<file path="src/logic/txw_pkg.sv">
// ****************************************
// Shared constants for the host write port
// ****************************************
package txw_pkg;

	// Host bus geometry
	localparam int TXW_DATA_W    = 32;
	localparam int TXW_HALF_W    = 16;
	localparam int TXW_ADDR_MSB  = 7;
	localparam int TXW_SYNC_W    = 2;

	// Transmit FIFO depth in words
	localparam int TXW_FIFO_DEPTH = 16;

	// Ordinary-mode alias of the transmit data port, address bits [7:5]
	localparam logic [2:0] TXW_TX_ALIAS = 3'h1;

	// Lane select bit used to pair halves on a 16-bit bus
	localparam int TXW_LANE_BIT = 1;

	// Host strobe timing, kept for reference; the bench does not use it
	localparam int TXW_CLK_PERIOD_NS = 10;
	localparam int TXW_T_CYCLE_NS    = 45;
	localparam int TXW_T_ASSERT_NS   = 32;
	localparam int TXW_T_RELEASE_NS  = 13;
	localparam int TXW_CYCLE_CLKS    =
		(TXW_T_CYCLE_NS + TXW_CLK_PERIOD_NS - 1) / TXW_CLK_PERIOD_NS;
	localparam int TXW_ASSERT_CLKS   =
		(TXW_T_ASSERT_NS + TXW_CLK_PERIOD_NS - 1) / TXW_CLK_PERIOD_NS;
	localparam int TXW_RELEASE_CLKS  =
		(TXW_T_RELEASE_NS + TXW_CLK_PERIOD_NS - 1) / TXW_CLK_PERIOD_NS;

	// Reset values
	localparam logic [TXW_DATA_W-1:0] TXW_DATA_RST = 32'h0000_0000;
	localparam logic [TXW_HALF_W-1:0] TXW_HALF_RST = 16'h0000;

endpackage

</file>
<file path="src/logic/txw_stream_if.sv">
`timescale 1ns/10ps
`default_nettype none
// ****************************************
// Word stream between port and FIFO
// ****************************************
interface txw_stream_if #(
	parameter int WIDTH = 32
);
	logic             valid;
	logic             ready;
	logic [WIDTH-1:0] data;

	modport src (output valid, output data, input ready);
	modport snk (input valid, input data, output ready);
endinterface
`default_nettype wire

</file>
<file path="src/logic/txw_fifo.sv">
`timescale 1ns/10ps
`default_nettype none
// ****************************************
// Transmit data FIFO with registered output
// ****************************************
module txw_fifo import txw_pkg::*; #(
	parameter int WIDTH = TXW_DATA_W,
	parameter int DEPTH = TXW_FIFO_DEPTH
) (
	// Clock and reset
	input  wire logic        clock,
	input  wire logic        reset,
	// Fill side
	txw_stream_if.snk        in_s,
	// Drain side
	output logic [WIDTH-1:0] out_data,
	output logic             out_valid,
	input  wire logic        out_ready
);
	localparam int AW = (DEPTH > 1) ? $clog2(DEPTH) : 1;

	logic [WIDTH-1:0] mem_reg [DEPTH];
	logic [AW-1:0]    wr_ptr_reg;
	logic [AW-1:0]    rd_ptr_reg;
	logic [AW:0]      count_reg;
	logic [AW:0]      count_next;
	wire              full;
	wire              empty;
	wire              do_write;
	wire              do_load;

	// Occupancy and handshakes
	assign full      = (count_reg == (AW+1)'(DEPTH));
	assign empty     = (count_reg == '0);
	assign in_s.ready = ~full;
	assign do_write  = in_s.valid & ~full;
	assign do_load   = ~empty & (~out_valid | out_ready);

	// Count follows writes and loads
	always_comb begin
		count_next = count_reg;
		if (do_write & ~do_load) begin
			count_next = count_reg + (AW+1)'(1);
		end else if (~do_write & do_load) begin
			count_next = count_reg - (AW+1)'(1);
		end
	end

	// Storage array, no reset needed
	always_ff @(posedge clock) begin
		if (do_write) begin
			mem_reg[wr_ptr_reg] <= in_s.data;
		end
	end

	// Pointers, count and output stage
	always_ff @(posedge clock) begin
		if (reset) begin
			wr_ptr_reg <= '0;
			rd_ptr_reg <= '0;
			count_reg  <= '0;
			out_valid  <= 1'b0;
			out_data   <= '0;
		end else begin
			count_reg <= count_next;
			if (do_write) begin
				wr_ptr_reg <= (wr_ptr_reg == AW'(DEPTH-1)) ? '0
					: wr_ptr_reg + AW'(1);
			end
			if (do_load) begin
				out_data   <= mem_reg[rd_ptr_reg];
				out_valid  <= 1'b1;
				rd_ptr_reg <= (rd_ptr_reg == AW'(DEPTH-1)) ? '0
					: rd_ptr_reg + AW'(1);
			end else if (out_ready) begin
				out_valid <= 1'b0;
			end
		end
	end
endmodule
`default_nettype wire

</file>
<file path="src/logic/txw_write_port.sv">
// Behaviour
// In direct mode upper address bits are ignored; writes go to the FIFO.
// Direct mode applies only to a write with FIFO select held high.
// The host holds FIFO select like an address bit, sampled alike.
// Direct writes work on 32-bit and 16-bit buses with one protocol.
// On the 16-bit bus only the low sixteen data lines are captured.
// The two word-select address lines are still decoded in direct mode; the code decodes only address bit 1 (TXW_LANE_BIT).
// Address bits above the word-select lines are ignored in direct mode.
// A cycle starts with both strobes low and ends when either rises.
// The host keeps both strobes low 32 ns and starts cycles 45 ns apart.
// The host keeps the strobe pair released at least 13 ns per gap.
// The host may frame cycles with either strobe, released between.
// Each completed direct write pushes one word into the FIFO in order; on the 16-bit bus the code pushes one word per lower/upper lane pair.
`timescale 1ns/10ps
`default_nettype none
module txw_write_port import txw_pkg::*; #(
	parameter int FIFO_DEPTH = TXW_FIFO_DEPTH
) (
	// Clock and reset
	input  wire logic                  clock,
	input  wire logic                  reset,
	// Host bus pins
	input  wire logic                  chip_select_n,
	input  wire logic                  write_strobe_n,
	input  wire logic                  fifo_sel,
	input  wire logic [TXW_ADDR_MSB:1] addr,
	input  wire logic [TXW_DATA_W-1:0] data,
	input  wire logic                  bus_16bit,
	// Transmit word stream
	output logic      [TXW_DATA_W-1:0] tx_data,
	output logic                       tx_valid,
	input  wire logic                  tx_ready,
	// Ordinary register writes
	output logic                       reg_wr_pulse,
	output logic      [TXW_ADDR_MSB:1] reg_wr_addr,
	output logic      [TXW_DATA_W-1:0] reg_wr_data,
	// Status
	output logic                       overflow,
	input  wire logic                  overflow_clear
);
	// ****************************************
	// Pin synchroniser
	// ****************************************
	// Bit positions inside the synchronised pin word
	localparam int POS_NARROW = 0;
	localparam int POS_DATA   = POS_NARROW + 1;
	localparam int POS_ADDR   = POS_DATA + TXW_DATA_W;
	localparam int POS_SEL    = POS_ADDR + TXW_ADDR_MSB;
	localparam int POS_WR     = POS_SEL + 1;
	localparam int POS_CS     = POS_WR + 1;
	localparam int PIN_W      = POS_CS + 1;

	logic [PIN_W-1:0] pin_meta_reg;
	logic [PIN_W-1:0] pin_sync_reg;
	wire  [PIN_W-1:0] pin_raw;

	assign pin_raw = {chip_select_n, write_strobe_n, fifo_sel,
		addr, data, bus_16bit};

	// Two flops on every host pin
	always_ff @(posedge clock) begin
		if (reset) begin
			pin_meta_reg <= {2'b11, {(PIN_W-2){1'b0}}};
			pin_sync_reg <= {2'b11, {(PIN_W-2){1'b0}}};
		end else begin
			pin_meta_reg <= pin_raw;
			pin_sync_reg <= pin_meta_reg;
		end
	end

	// Field split of the synchronised pins
	wire                  cs_n_s   = pin_sync_reg[POS_CS];
	wire                  wr_n_s   = pin_sync_reg[POS_WR];
	wire                  sel_s    = pin_sync_reg[POS_SEL];
	wire [TXW_ADDR_MSB:1] addr_s   =
		pin_sync_reg[POS_SEL-1:POS_ADDR];
	wire [TXW_DATA_W-1:0] data_s   = pin_sync_reg[POS_ADDR-1:POS_DATA];
	wire                  narrow_s = pin_sync_reg[POS_NARROW];

	// ****************************************
	// Cycle framing
	// ****************************************
	logic                  active_reg;
	logic                  cap_sel_reg;
	logic                  cap_narrow_reg;
	logic [TXW_ADDR_MSB:1] cap_addr_reg;
	logic [TXW_DATA_W-1:0] cap_data_reg;

	// both low starts
	wire strobe_on = ~cs_n_s & ~wr_n_s;
	// either high ends
	wire cycle_end = active_reg & ~strobe_on;

	// Track the cycle and keep the last sample taken inside it
	always_ff @(posedge clock) begin
		if (reset) begin
			active_reg     <= 1'b0;
			cap_sel_reg    <= 1'b0;
			cap_narrow_reg <= 1'b0;
			cap_addr_reg   <= '0;
			cap_data_reg   <= TXW_DATA_RST;
		end else begin
			active_reg <= strobe_on;
			// select sampled with address
			if (strobe_on) begin
				cap_sel_reg    <= sel_s;
				cap_narrow_reg <= narrow_s;
				cap_addr_reg   <= addr_s;
				cap_data_reg   <= data_s;
			end
		end
	end

	// ****************************************
	// Address decode and word assembly
	// ****************************************
	logic [TXW_HALF_W-1:0] half_reg;

	// Lowest bit of the ordinary-mode alias field
	localparam int ALIAS_LSB = TXW_ADDR_MSB - 2;

	// select high means direct
	wire direct_hit = cap_sel_reg;
	wire alias_hit  = (cap_addr_reg[TXW_ADDR_MSB:ALIAS_LSB] == TXW_TX_ALIAS);
	// upper bits not decoded
	wire to_fifo    = direct_hit | alias_hit;
	// lane line still decoded
	wire upper_lane = cap_addr_reg[TXW_LANE_BIT];
	// only low half on narrow bus
	wire [TXW_HALF_W-1:0] low_half = cap_data_reg[TXW_HALF_W-1:0];
	// both widths, same framing
	wire fifo_end   = cycle_end & to_fifo;
	wire half_store = fifo_end & cap_narrow_reg & ~upper_lane;
	wire push_req   = fifo_end & (~cap_narrow_reg | upper_lane);
	wire [TXW_DATA_W-1:0] push_word = cap_narrow_reg
		? {low_half, half_reg} : cap_data_reg;

	// Lower half waits for its partner
	always_ff @(posedge clock) begin
		if (reset) begin
			half_reg <= TXW_HALF_RST;
		end else if (half_store) begin
			half_reg <= low_half;
		end
	end

	// ****************************************
	// Ordinary register write strobe
	// ****************************************
	wire reg_end = cycle_end & ~to_fifo;
	// Narrow bus clears the upper half
	wire [TXW_DATA_W-1:0] reg_word = cap_narrow_reg
		? {{TXW_HALF_W{1'b0}}, low_half} : cap_data_reg;

	// One pulse per addressed write
	always_ff @(posedge clock) begin
		if (reset) begin
			reg_wr_pulse <= 1'b0;
			reg_wr_addr  <= '0;
			reg_wr_data  <= TXW_DATA_RST;
		end else begin
			reg_wr_pulse <= reg_end;
			if (reg_end) begin
				reg_wr_addr <= cap_addr_reg;
				reg_wr_data <= reg_word;
			end
		end
	end

	// ****************************************
	// Push stage into the FIFO
	// ****************************************
	txw_stream_if #(.WIDTH(TXW_DATA_W)) push_if ();

	logic                  pend_valid_reg;
	logic [TXW_DATA_W-1:0] pend_data_reg;

	assign push_if.valid = pend_valid_reg;
	assign push_if.data  = pend_data_reg;

	wire pend_busy = pend_valid_reg & ~push_if.ready;
	wire drop      = push_req & pend_busy;

	// one word per 32-bit cycle or 16-bit lane pair, in order
	always_ff @(posedge clock) begin
		if (reset) begin
			pend_valid_reg <= 1'b0;
			pend_data_reg  <= TXW_DATA_RST;
		end else if (push_req & ~pend_busy) begin
			pend_valid_reg <= 1'b1;
			pend_data_reg  <= push_word;
		end else if (push_if.ready) begin
			pend_valid_reg <= 1'b0;
		end
	end

	// Sticky loss flag, set wins over clear
	always_ff @(posedge clock) begin
		if (reset) begin
			overflow <= 1'b0;
		end else if (drop) begin
			overflow <= 1'b1;
		end else if (overflow_clear) begin
			overflow <= 1'b0;
		end
	end

	// ****************************************
	// Transmit data FIFO
	// ****************************************
	txw_fifo #(
		.WIDTH (TXW_DATA_W),
		.DEPTH (FIFO_DEPTH)
	) u_fifo (
		.clock     (clock),
		.reset     (reset),
		.in_s      (push_if),
		.out_data  (tx_data),
		.out_valid (tx_valid),
		.out_ready (tx_ready)
	);
endmodule
`default_nettype wire

</file>
<file path="config.mk">
export PLATFORM = sky130hd
export DESIGN_NAME = txw_write_port
export DESIGN_NICKNAME = d
export VERILOG_FILES = /design/src/logic/txw_pkg.sv /design/src/logic/txw_stream_if.sv /design/src/logic/txw_fifo.sv /design/src/logic/txw_write_port.sv
export SDC_FILE = /design/constraint.sdc
export NUM_CORES = 1
export LEC_CHECK = 0
export BUFFER_PORTS_ARGS = -buffer_cell sky130_fd_sc_hd__buf_4
export CAP_MARGIN = 15
export CORE_ASPECT_RATIO = 1.5
export CORE_MARGIN = 3
export CORE_UTILIZATION = 64
export DETAILED_ROUTE_END_ITERATION = 8
export PLACE_DENSITY = 0.83
export SLEW_MARGIN = 20
export SYNTH_ARGS = -nofsm -noshare
export SYNTH_HDL_FRONTEND = slang
export SYNTH_SLANG_ARGS = --single-unit
</file>
<file path="constraint.sdc">
create_clock -name clock -period 9 [get_ports clock]
set_clock_uncertainty 0.1 [all_clocks]
set_input_delay 0.9 -clock clock [delete_from_list [all_inputs] [get_ports clock]]
set_output_delay 0.9 -clock clock [all_outputs]
set_load 0.02 [all_outputs]
</file>
==> metrics.md, run 1 <==
| Metric | Value |
|---|---|
| Status | complete, no violations |
| Mux cell area share after synthesis | 10.52% |
| Reg2reg start | u_fifo.rd_ptr_reg[1] |
| Simple-gate share of the synthesized area | 6.658% |
| Slew HR | 26.35% |
| Final Hold Viols | 0 |
| Post-route ant nets | 0 |
| Netlist cell types | 49 |
| CP arrival | 4.50 ns |
| Post-Synth XOR/XNOR Area | 0.1528% |
| Largest net degree at the start of global routing | 112 |
| DRC | 0 |
| FILL cells | 2630 |
| Clock power frac | 35.5% |
| Int Power | 0.006081 W |
| Initial antenna violation count | 0 |
| CP endpoint | u_fifo.out_data[14] |
| Setup crit start | u_fifo.rd_ptr_reg[1] |
| Routed WL per cell | 23.57 um |
| Clk slew on worst S/H paths | 0.07 ns |
| Layout Nets | 2095 |
| Worst Hold Slack | 0.3083 ns |
| Synth Instances | 1943 |
| Sequential power share | 49.1% |
| Gr usage total | 26.89% |
| Power Total | 0.008193 W |
| DR iter-0 viols | 1590 |
| Psw | 0.002112 W |
| Worst R2R Setup Slack | 4.88 ns |
| CP max FO | 55 |
| Synth top area cells | edfxtp_1 (54%), dfxtp_1 (18%), mux2i_1 (8.0%) |
| Worst EP required | 9.38 ns |
| Post-CTS Setup Bufs | 0 |
| Die width | 178.8 um |
| FF-to-FF path depth | 6 |
| GRT overflow | 0 |
| Via count | 16720 |
| Yosys top cell area share | 53.65% |
| CTS buffer count | 68 |
| Clk sinks | 776 |
| Startpoint Class | flip-flop |
| FF+latch area | 20670 um2 |
| Final Setup Violations | 0 |
| Die area | 47410 um2 |
| Largest family of logic cells by synthesized area | multiplexers |
| Register bit count reported by yosys | 776 |
| Core Box Area | 44100 um2 |
| Largest register FFs | 512 |
| Root Buffer | clkbuf_16 |
| Final RePlAce weighted congestion | 0.8091 |
| Reg2reg end | u_fifo.out_data[14] |
| Fraction of layout cells with a size suffix above 1 | 17.00% |
| Switching part of the total | 25.77% |
| Hold WC Path Type | flip-flop to flip-flop |
| Post-CTS sizing | 0 |
| Aggregate routed wire length | 62920 um |
| TritonCTS clock tree | built |
| H-tree Lvls | 3 |
| First-pass GRT wire length | 96530 um |
| Post-synth EDFFs | 512 |
| Rows | 94 |
| Pre-antenna DRT Iters | 6 |
| Clk buf depth | 3 |
| Vias in the first global route | 16880 |
| Max Cap Violations | 0 |
| Setup TNS | 0 ns |
| DR vias/cell | 6.260 |
| CP Capture Type | flip-flop |
| Post-synthesis sequential area ratio | 72.09% |
| Syn-to-layout area delta | 13.29% |
| Syn Area/Cell | 14.75 um2 |
| Max IR drop VDD | 0.1866 mV |
| Final Core Density | 73.62% |
| Adder-Cell Fraction of Synth Area | 0.4628% |
| Area of the multi-input gates | 7518 um2 |
| Asr flop ratio synth | 0% |
| Synthesized area | 28660 um2 |
| Combinational Power Share | 15.3% |
| Leak Pwr | 10.80 nW |
| IO buf count | 120 |
| Die H | 265.2 um |
| Max Slew Vio Count | 0 |
| Worst slew pin tran | 1.105 ns |
| Compound-Gate Fraction of Synth Area | 7.989% |
| N_diodes | 0 |
| Starting Density | 64.98% |
| Pwr/cell area | 252.3 nW/um2 |
| Syn Nets | 2000 |
| Period utilisation layout | 45.80% |
| Setup CP Type | flip-flop to flip-flop |
| Cell count after placement | 2544 |
| Top_reg_cell synth | edfxtp_1 |
| Synth warnings | 0 |
| Dominant cell type by area after synthesis | edfxtp_1 |
| Hold_buf cts | 0 |
| I/O pins | 121 |
| DPL Wire Length | 36170 um |
| Worst skew pair latency | 0.59 ns |
| Setup repair after global routing missed its margin | false |
| Tmin final | 4.122 ns |
| Layout Cells excl Fill | 2670 |
| Max Clk Rate | 0.2426 GHz |
[power groups by stage]
stage / sequential [W] / clock (W) / combinational, W
final: 0.00403 / 0.00291 / 0.00126
after global routing: 0.00404 / 0.00307 / 0.00134
after CTS: 0.00403 / 0.00294 / 0.00126
after detailed placement: 0.00410 / 0 / 0.00124
after global placement: 0.00410 / 0 / 0.00120
after floorplan: 0.00404 / 0 / 0.000903
[metrics by stage]
step,instance area [um2],setup WS (ns)
final,32470,4.878
after global routing,32470,4.648
after CTS,32470,4.882
after detailed placement,30200,4.689
after global placement,30090,4.733
after floorplan,28660,5.038
[layer usage]
metal | global-route usage [%] | vias up | share of wire, %
li1 | - | 7454 | -
met1 | 33.59 | 8190 | 36
met2 | 45.99 | 873 | 52
met3 | 4.270 | 198 | 8.0
met4 | 12.67 | 0 | 4.7
met5 | 0 | - | 0
[synth_stat cells (3+ instances only)]
cell        n
edfxtp_1  512
nand2_1   168
buf_1       5
nand2b_1    5
inv_1       6
xor2_1      4
mux2i_1   228
nand3b_1    3
ha_1        9
nor2_1     78
a211oi_2   30
a221oi_1   32
dfxtp_1   264
or2_2       4
nor2b_1   100
buf_4      12
nor3_1     37
o21ai_0    33
a21oi_1   137
mux4_2     32
nand3_1     3
o22ai_1    64
buf_2      32
clkbuf_1   81
a211oi_1   36
[how the worst min path moves through the flow]
stage | startpoint | to | cells after the start
after global routing | pin_meta_reg[42] | pin_sync_reg[42] | 1
after detailed placement | pin_meta_reg[42] | pin_sync_reg[42] | 1
after floorplan | pin_meta_reg[41] | pin_sync_reg[41] | 1
after global placement | pin_meta_reg[42] | pin_sync_reg[42] | 1
after CTS | pin_meta_reg[42] | pin_sync_reg[42] | 1
final | pin_meta_reg[42] | pin_sync_reg[42] | 1
[critical path, cell delays in order (launching register included)]
cell	delay (ns)
dfxtp_4	0.98
buf_4	0.90
nand3_1	0.87
buf_4	0.51
o22ai_1	0.16
nor3_1	0.08
a211oi_1	0.32
[cells in the final DEF (no fill, tap or decap), types with 5 or more instances in the layout]
| master | synthesis | routed |
|---|---|---|
| a211oi_1 | 36 | 36 |
| a211oi_2 | 30 | 30 |
| a21oi_1 | 137 | 137 |
| a221oi_1 | 32 | 32 |
| buf_4 | 12 | 152 |
| bufinv_16 | 0 | 6 |
| clkbuf_1 | 81 | 19 |
| clkbuf_16 | 0 | 71 |
| clkbuf_8 | 0 | 5 |
| clkinv_2 | 0 | 10 |
| dfxtp_1 | 264 | 260 |
| edfxtp_1 | 512 | 512 |
| ha_1 | 9 | 9 |
| inv_1 | 6 | 7 |
| inv_6 | 0 | 5 |
| mux2i_1 | 228 | 228 |
| mux4_2 | 32 | 32 |
| nand2_1 | 168 | 168 |
| nand2b_1 | 5 | 5 |
| nor2_1 | 78 | 64 |
| nor2_4 | 0 | 12 |
| nor2b_1 | 100 | 99 |
| nor3_1 | 37 | 32 |
| nor3_2 | 0 | 5 |
| o21ai_0 | 33 | 33 |
| o22ai_1 | 64 | 64 |
[kinds of logic (layout without fill, tap and decap cells)]
kind of cell / count (synthesis) / in the layout
AOI/OAI and AO/OA: 345 / 345
xor gates and xnor gates: 5 / 5
DFF: 776 / 776
adders and majority gates: 10 / 10
and+or+nand+nor: 407 / 407
muxes: 261 / 261
buffers and inverters: 139 / 290
[final cells by class]
class / instances / share of cell area, %
Clock buffer: 95 / 5.904
Timing Repair Buffer: 157 / 3.900
Multi-Input combinational cell: 1028 / 23.16
Clock inverter: 31 / 1.071
Sequential cell: 776 / 63.67
Inverter: 7 / 0.08092
Tap cell: 576 / 2.220
Power figures use the tool's default switching activity.
==> inputs of run 2 (changes only) <==
--- a/config.mk
+++ b/config.mk
@@ -5,13 +5,14 @@
 export SDC_FILE = /design/constraint.sdc
 export NUM_CORES = 1
 export LEC_CHECK = 0
+export ABC_AREA = 1
 export BUFFER_PORTS_ARGS = -buffer_cell sky130_fd_sc_hd__buf_4
 export CAP_MARGIN = 15
 export CORE_ASPECT_RATIO = 1.5
 export CORE_MARGIN = 3
-export CORE_UTILIZATION = 64
+export CORE_UTILIZATION = 61
 export DETAILED_ROUTE_END_ITERATION = 8
-export PLACE_DENSITY = 0.83
+export PLACE_DENSITY = 0.8
 export SLEW_MARGIN = 20
 export SYNTH_ARGS = -nofsm -noshare
 export SYNTH_HDL_FRONTEND = slang
==> constraint.sdc (replaced) <==
create_clock -name clock -period 3.8 [get_ports clock]
set_clock_uncertainty 0.1 [all_clocks]
set_input_delay 0.38 -clock clock [delete_from_list [all_inputs] [get_ports clock]]
set_output_delay 0.38 -clock clock [all_outputs]
set_load 0.02 [all_outputs]
==> metrics.md, run 2 <==
| Metric | Value |
|---|---|
| Fraction of layout cells with a size suffix above 1 | 9.019% |
| Max Clk Rate | 0.3586 GHz |
| Post-CTS sizing | 0 |
| Max Slew Vio Count | 0 |
| H-tree Lvls | 3 |
| Buf/Inv on CP | 2 |
| Synth Instances | 3150 |
| Largest net degree at the start of global routing | 161 |
| Die H | 281.5 um |
| Most common cell after layout, fill and taps aside | nand2_1 |
| Layout Nets | 3309 |
| Psw | 0.006285 W |
| Max IR drop VDD | 0.6804 mV |
| Status | complete, no violations |
| Post-route ant nets | 0 |
| Post-synth EDFFs | 512 |
| Root Buffer | clkbuf_16 |
| DR iter-0 viols | 2338 |
| Worst slew pin tran | 1.085 ns |
| Sequential power share | 45.0% |
| Startpoint Class | flip-flop |
| Core Box Area | 49800 um2 |
| Dominant cell type by area after synthesis | edfxtp_1 |
| Setup CP Type | flip-flop to flip-flop |
| Die width | 189.7 um |
| I/O pins | 121 |
| Rows | 100 |
| First-pass GRT wire length | 117500 um |
| Post-synthesis sequential area ratio | 66.93% |
| Largest register FFs | 512 |
| GRT busiest layer | met2 |
| Final RePlAce weighted congestion | 0.8872 |
| Register bit count reported by yosys | 776 |
| Final Setup Violations | 0 |
| Tmin final | 2.789 ns |
| CP max FO | 8 |
| Final Hold Viols | 0 |
| CP arrival | 3.21 ns |
| Slowest CP cell | dfxtp_1 |
| Power Total | 0.02062 W |
| Pwr/cell area | 589.7 nW/um2 |
| Met1 usage | 32.27% |
| GRT overflow | 0 |
| CTS buffer count | 69 |
| Clk buf depth | 3 |
| Syn-to-layout area delta | 13.32% |
| DRC | 0 |
| Syn Area/Cell | 9.799 um2 |
| Combinational Power Share | 22.1% |
| Vias in the first global route | 22500 |
| Final Core Density | 70.24% |
| Int Power | 0.01434 W |
| Setup repair after global routing missed its margin | false |
| Max Cap Violations | 0 |
| Crit path max-delay family | simple AND/OR/NAND/NOR gates |
| Initial antenna violation count | 0 |
| Most common cell in the netlist | nand2_1 |
| Top_reg_cell synth | edfxtp_1 |
| Commonest non-fill, non-tap cells in the layout | nand2_1 (706), edfxtp_1 (512), inv_1 (476) |
| CP Cell Sequence | nor2_1 -> nand3_1 -> nand2_1 -> clkinv_1 -> ha_1 -> inv_1 -> ha_1 -> nand3_1 -> nand3_1 -> nand2_1 -> nand3_1 -> nand2_1 -> nand2_1 -> nor2_1 |
| Crit-path max cell delay | 0.37 ns |
| Via count | 22340 |
| Leak Pwr | 14.62 nW |
| Synth cell count leaders | nand2_1 (706), edfxtp_1 (512), inv_1 (478), nand3_1 (382), nor2_1 (268) |
| Gr usage total | 28.22% |
| Clock power frac | 32.9% |
| Starting Density | 61.98% |
| Clk slew on worst S/H paths | 0.06 ns |
| Synth top area cells | edfxtp_1 (50%), dfxtp_1 (17%), nand2_1 (8.6%) |
| Routed WL per cell | 19.06 um |
| DPL Wire Length | 43440 um |
| Syn Nets | 3207 |
| DR vias/cell | 5.632 |
| Aggregate routed wire length | 75620 um |
| Die area | 53390 um2 |
| Slew HR | 27.50% |
| Clk sinks | 776 |
| Yosys top cell area share | 49.81% |
| IO buf count | 120 |
| Worst skew pair latency | 0.59 ns |
| TritonCTS clock tree | built |
| Setup TNS | 0 ns |
| Worst EP required | 4.22 ns |
| GR Util met2 | 50.17% |
| CP Capture Type | flip-flop |
| Hold WC Path Type | primary input to flip-flop |
| Netlist cell types | 29 |
| Pre-antenna DRT Iters | 6 |
| N_diodes | 0 |
| Synthesized area | 30870 um2 |
| Post-CTS Setup Bufs | 0 |
| Hold_buf cts | 44 |
| GRT met3 Usage | 4.241% |
| Synth warnings | 0 |
| Switching part of the total | 30.47% |
| Asr flop ratio synth | 0% |
| Period utilisation layout | 73.39% |
## run 2: per-stage QoR
stage | instances | instance area [um2] | hold slack (ns) | setup WS [ns]
6_report | 3967 | 34980 | 0.1210 | 1.011
5_1_grt | 3967 | 34980 | 0.1411 | 0.7911
4_1_cts | 3967 | 34980 | 0.1011 | 1.061
3_5_place_dp | 3800 | 32350 | 0.2927 | 1.093
3_3_place_gp | 3800 | 32350 | 0.2901 | 1.229
2_1_floorplan | 3150 | 30870 | 0.2883 | 0.3459
## run 2: final timing paths
| check | startpoint | end | slack (ns) | cells past startpoint |
|---|---|---|---|---|
| worst max-delay path | u_fifo.count_reg[0] | u_fifo.count_reg[4] | 1.01 | 14 |
| worst min-delay path | reset | pin_meta_reg[39] | 0.12 | 2 |
| worst max register to register | u_fifo.count_reg[0] | u_fifo.count_reg[4] | 1.01 | 14 |
| worst min register to register | pin_meta_reg[40] | pin_sync_reg[40] | 0.30 | 2 |
## run 2: cells by family (layout without fill, tap and decap cells)
kind of cell / after synthesis / count (layout) / share of synthesized area [%]
AO/OA/AOI/OAI: 299 / 299 / 5.096
adder cells (fa/ha/maj): 10 / 10 / 0.4297
buffers and inverters: 660 / 814 / 8.456
XOR/XNOR: 3 / 3 / 0.08514
AND/OR/NAND/NOR: 1402 / 1402 / 19.00
flip-flops: 776 / 776 / 66.93
## run 2: final cells by class
cell class | count | area (um2)
Multi-Input combinational cell | 1714 | 7714
Clock inverter | 29 | 229.0
Sequential cell | 776 | 20670
Fill cell | 3448 | 14820
Inverter | 486 | 1834
Clock buffer | 94 | 1954
Tap cell | 663 | 829.5
Timing Repair Buffer | 205 | 1749
## run 2: metal layers
layer / vias up / share of wire [%] / wire (um)
met4: 0 / 5.7 / 4327
met1: 10530 / 35 / 26390
met5: - / 0 / 0
met2: 1174 / 52 / 39070
met3: 265 / 7.7 / 5833
li1: 10370 / - / -
## run 2: power by group through the flow
stage	Clock, W	Combinational, W	Sequential (W)
after floorplan	0	0.00300	0.00956
after detailed placement	0	0.00443	0.00946
after global routing	0.00719	0.00501	0.00929
final	0.00679	0.00456	0.00928
after CTS	0.00684	0.00453	0.00928
after global placement	0	0.00430	0.00946
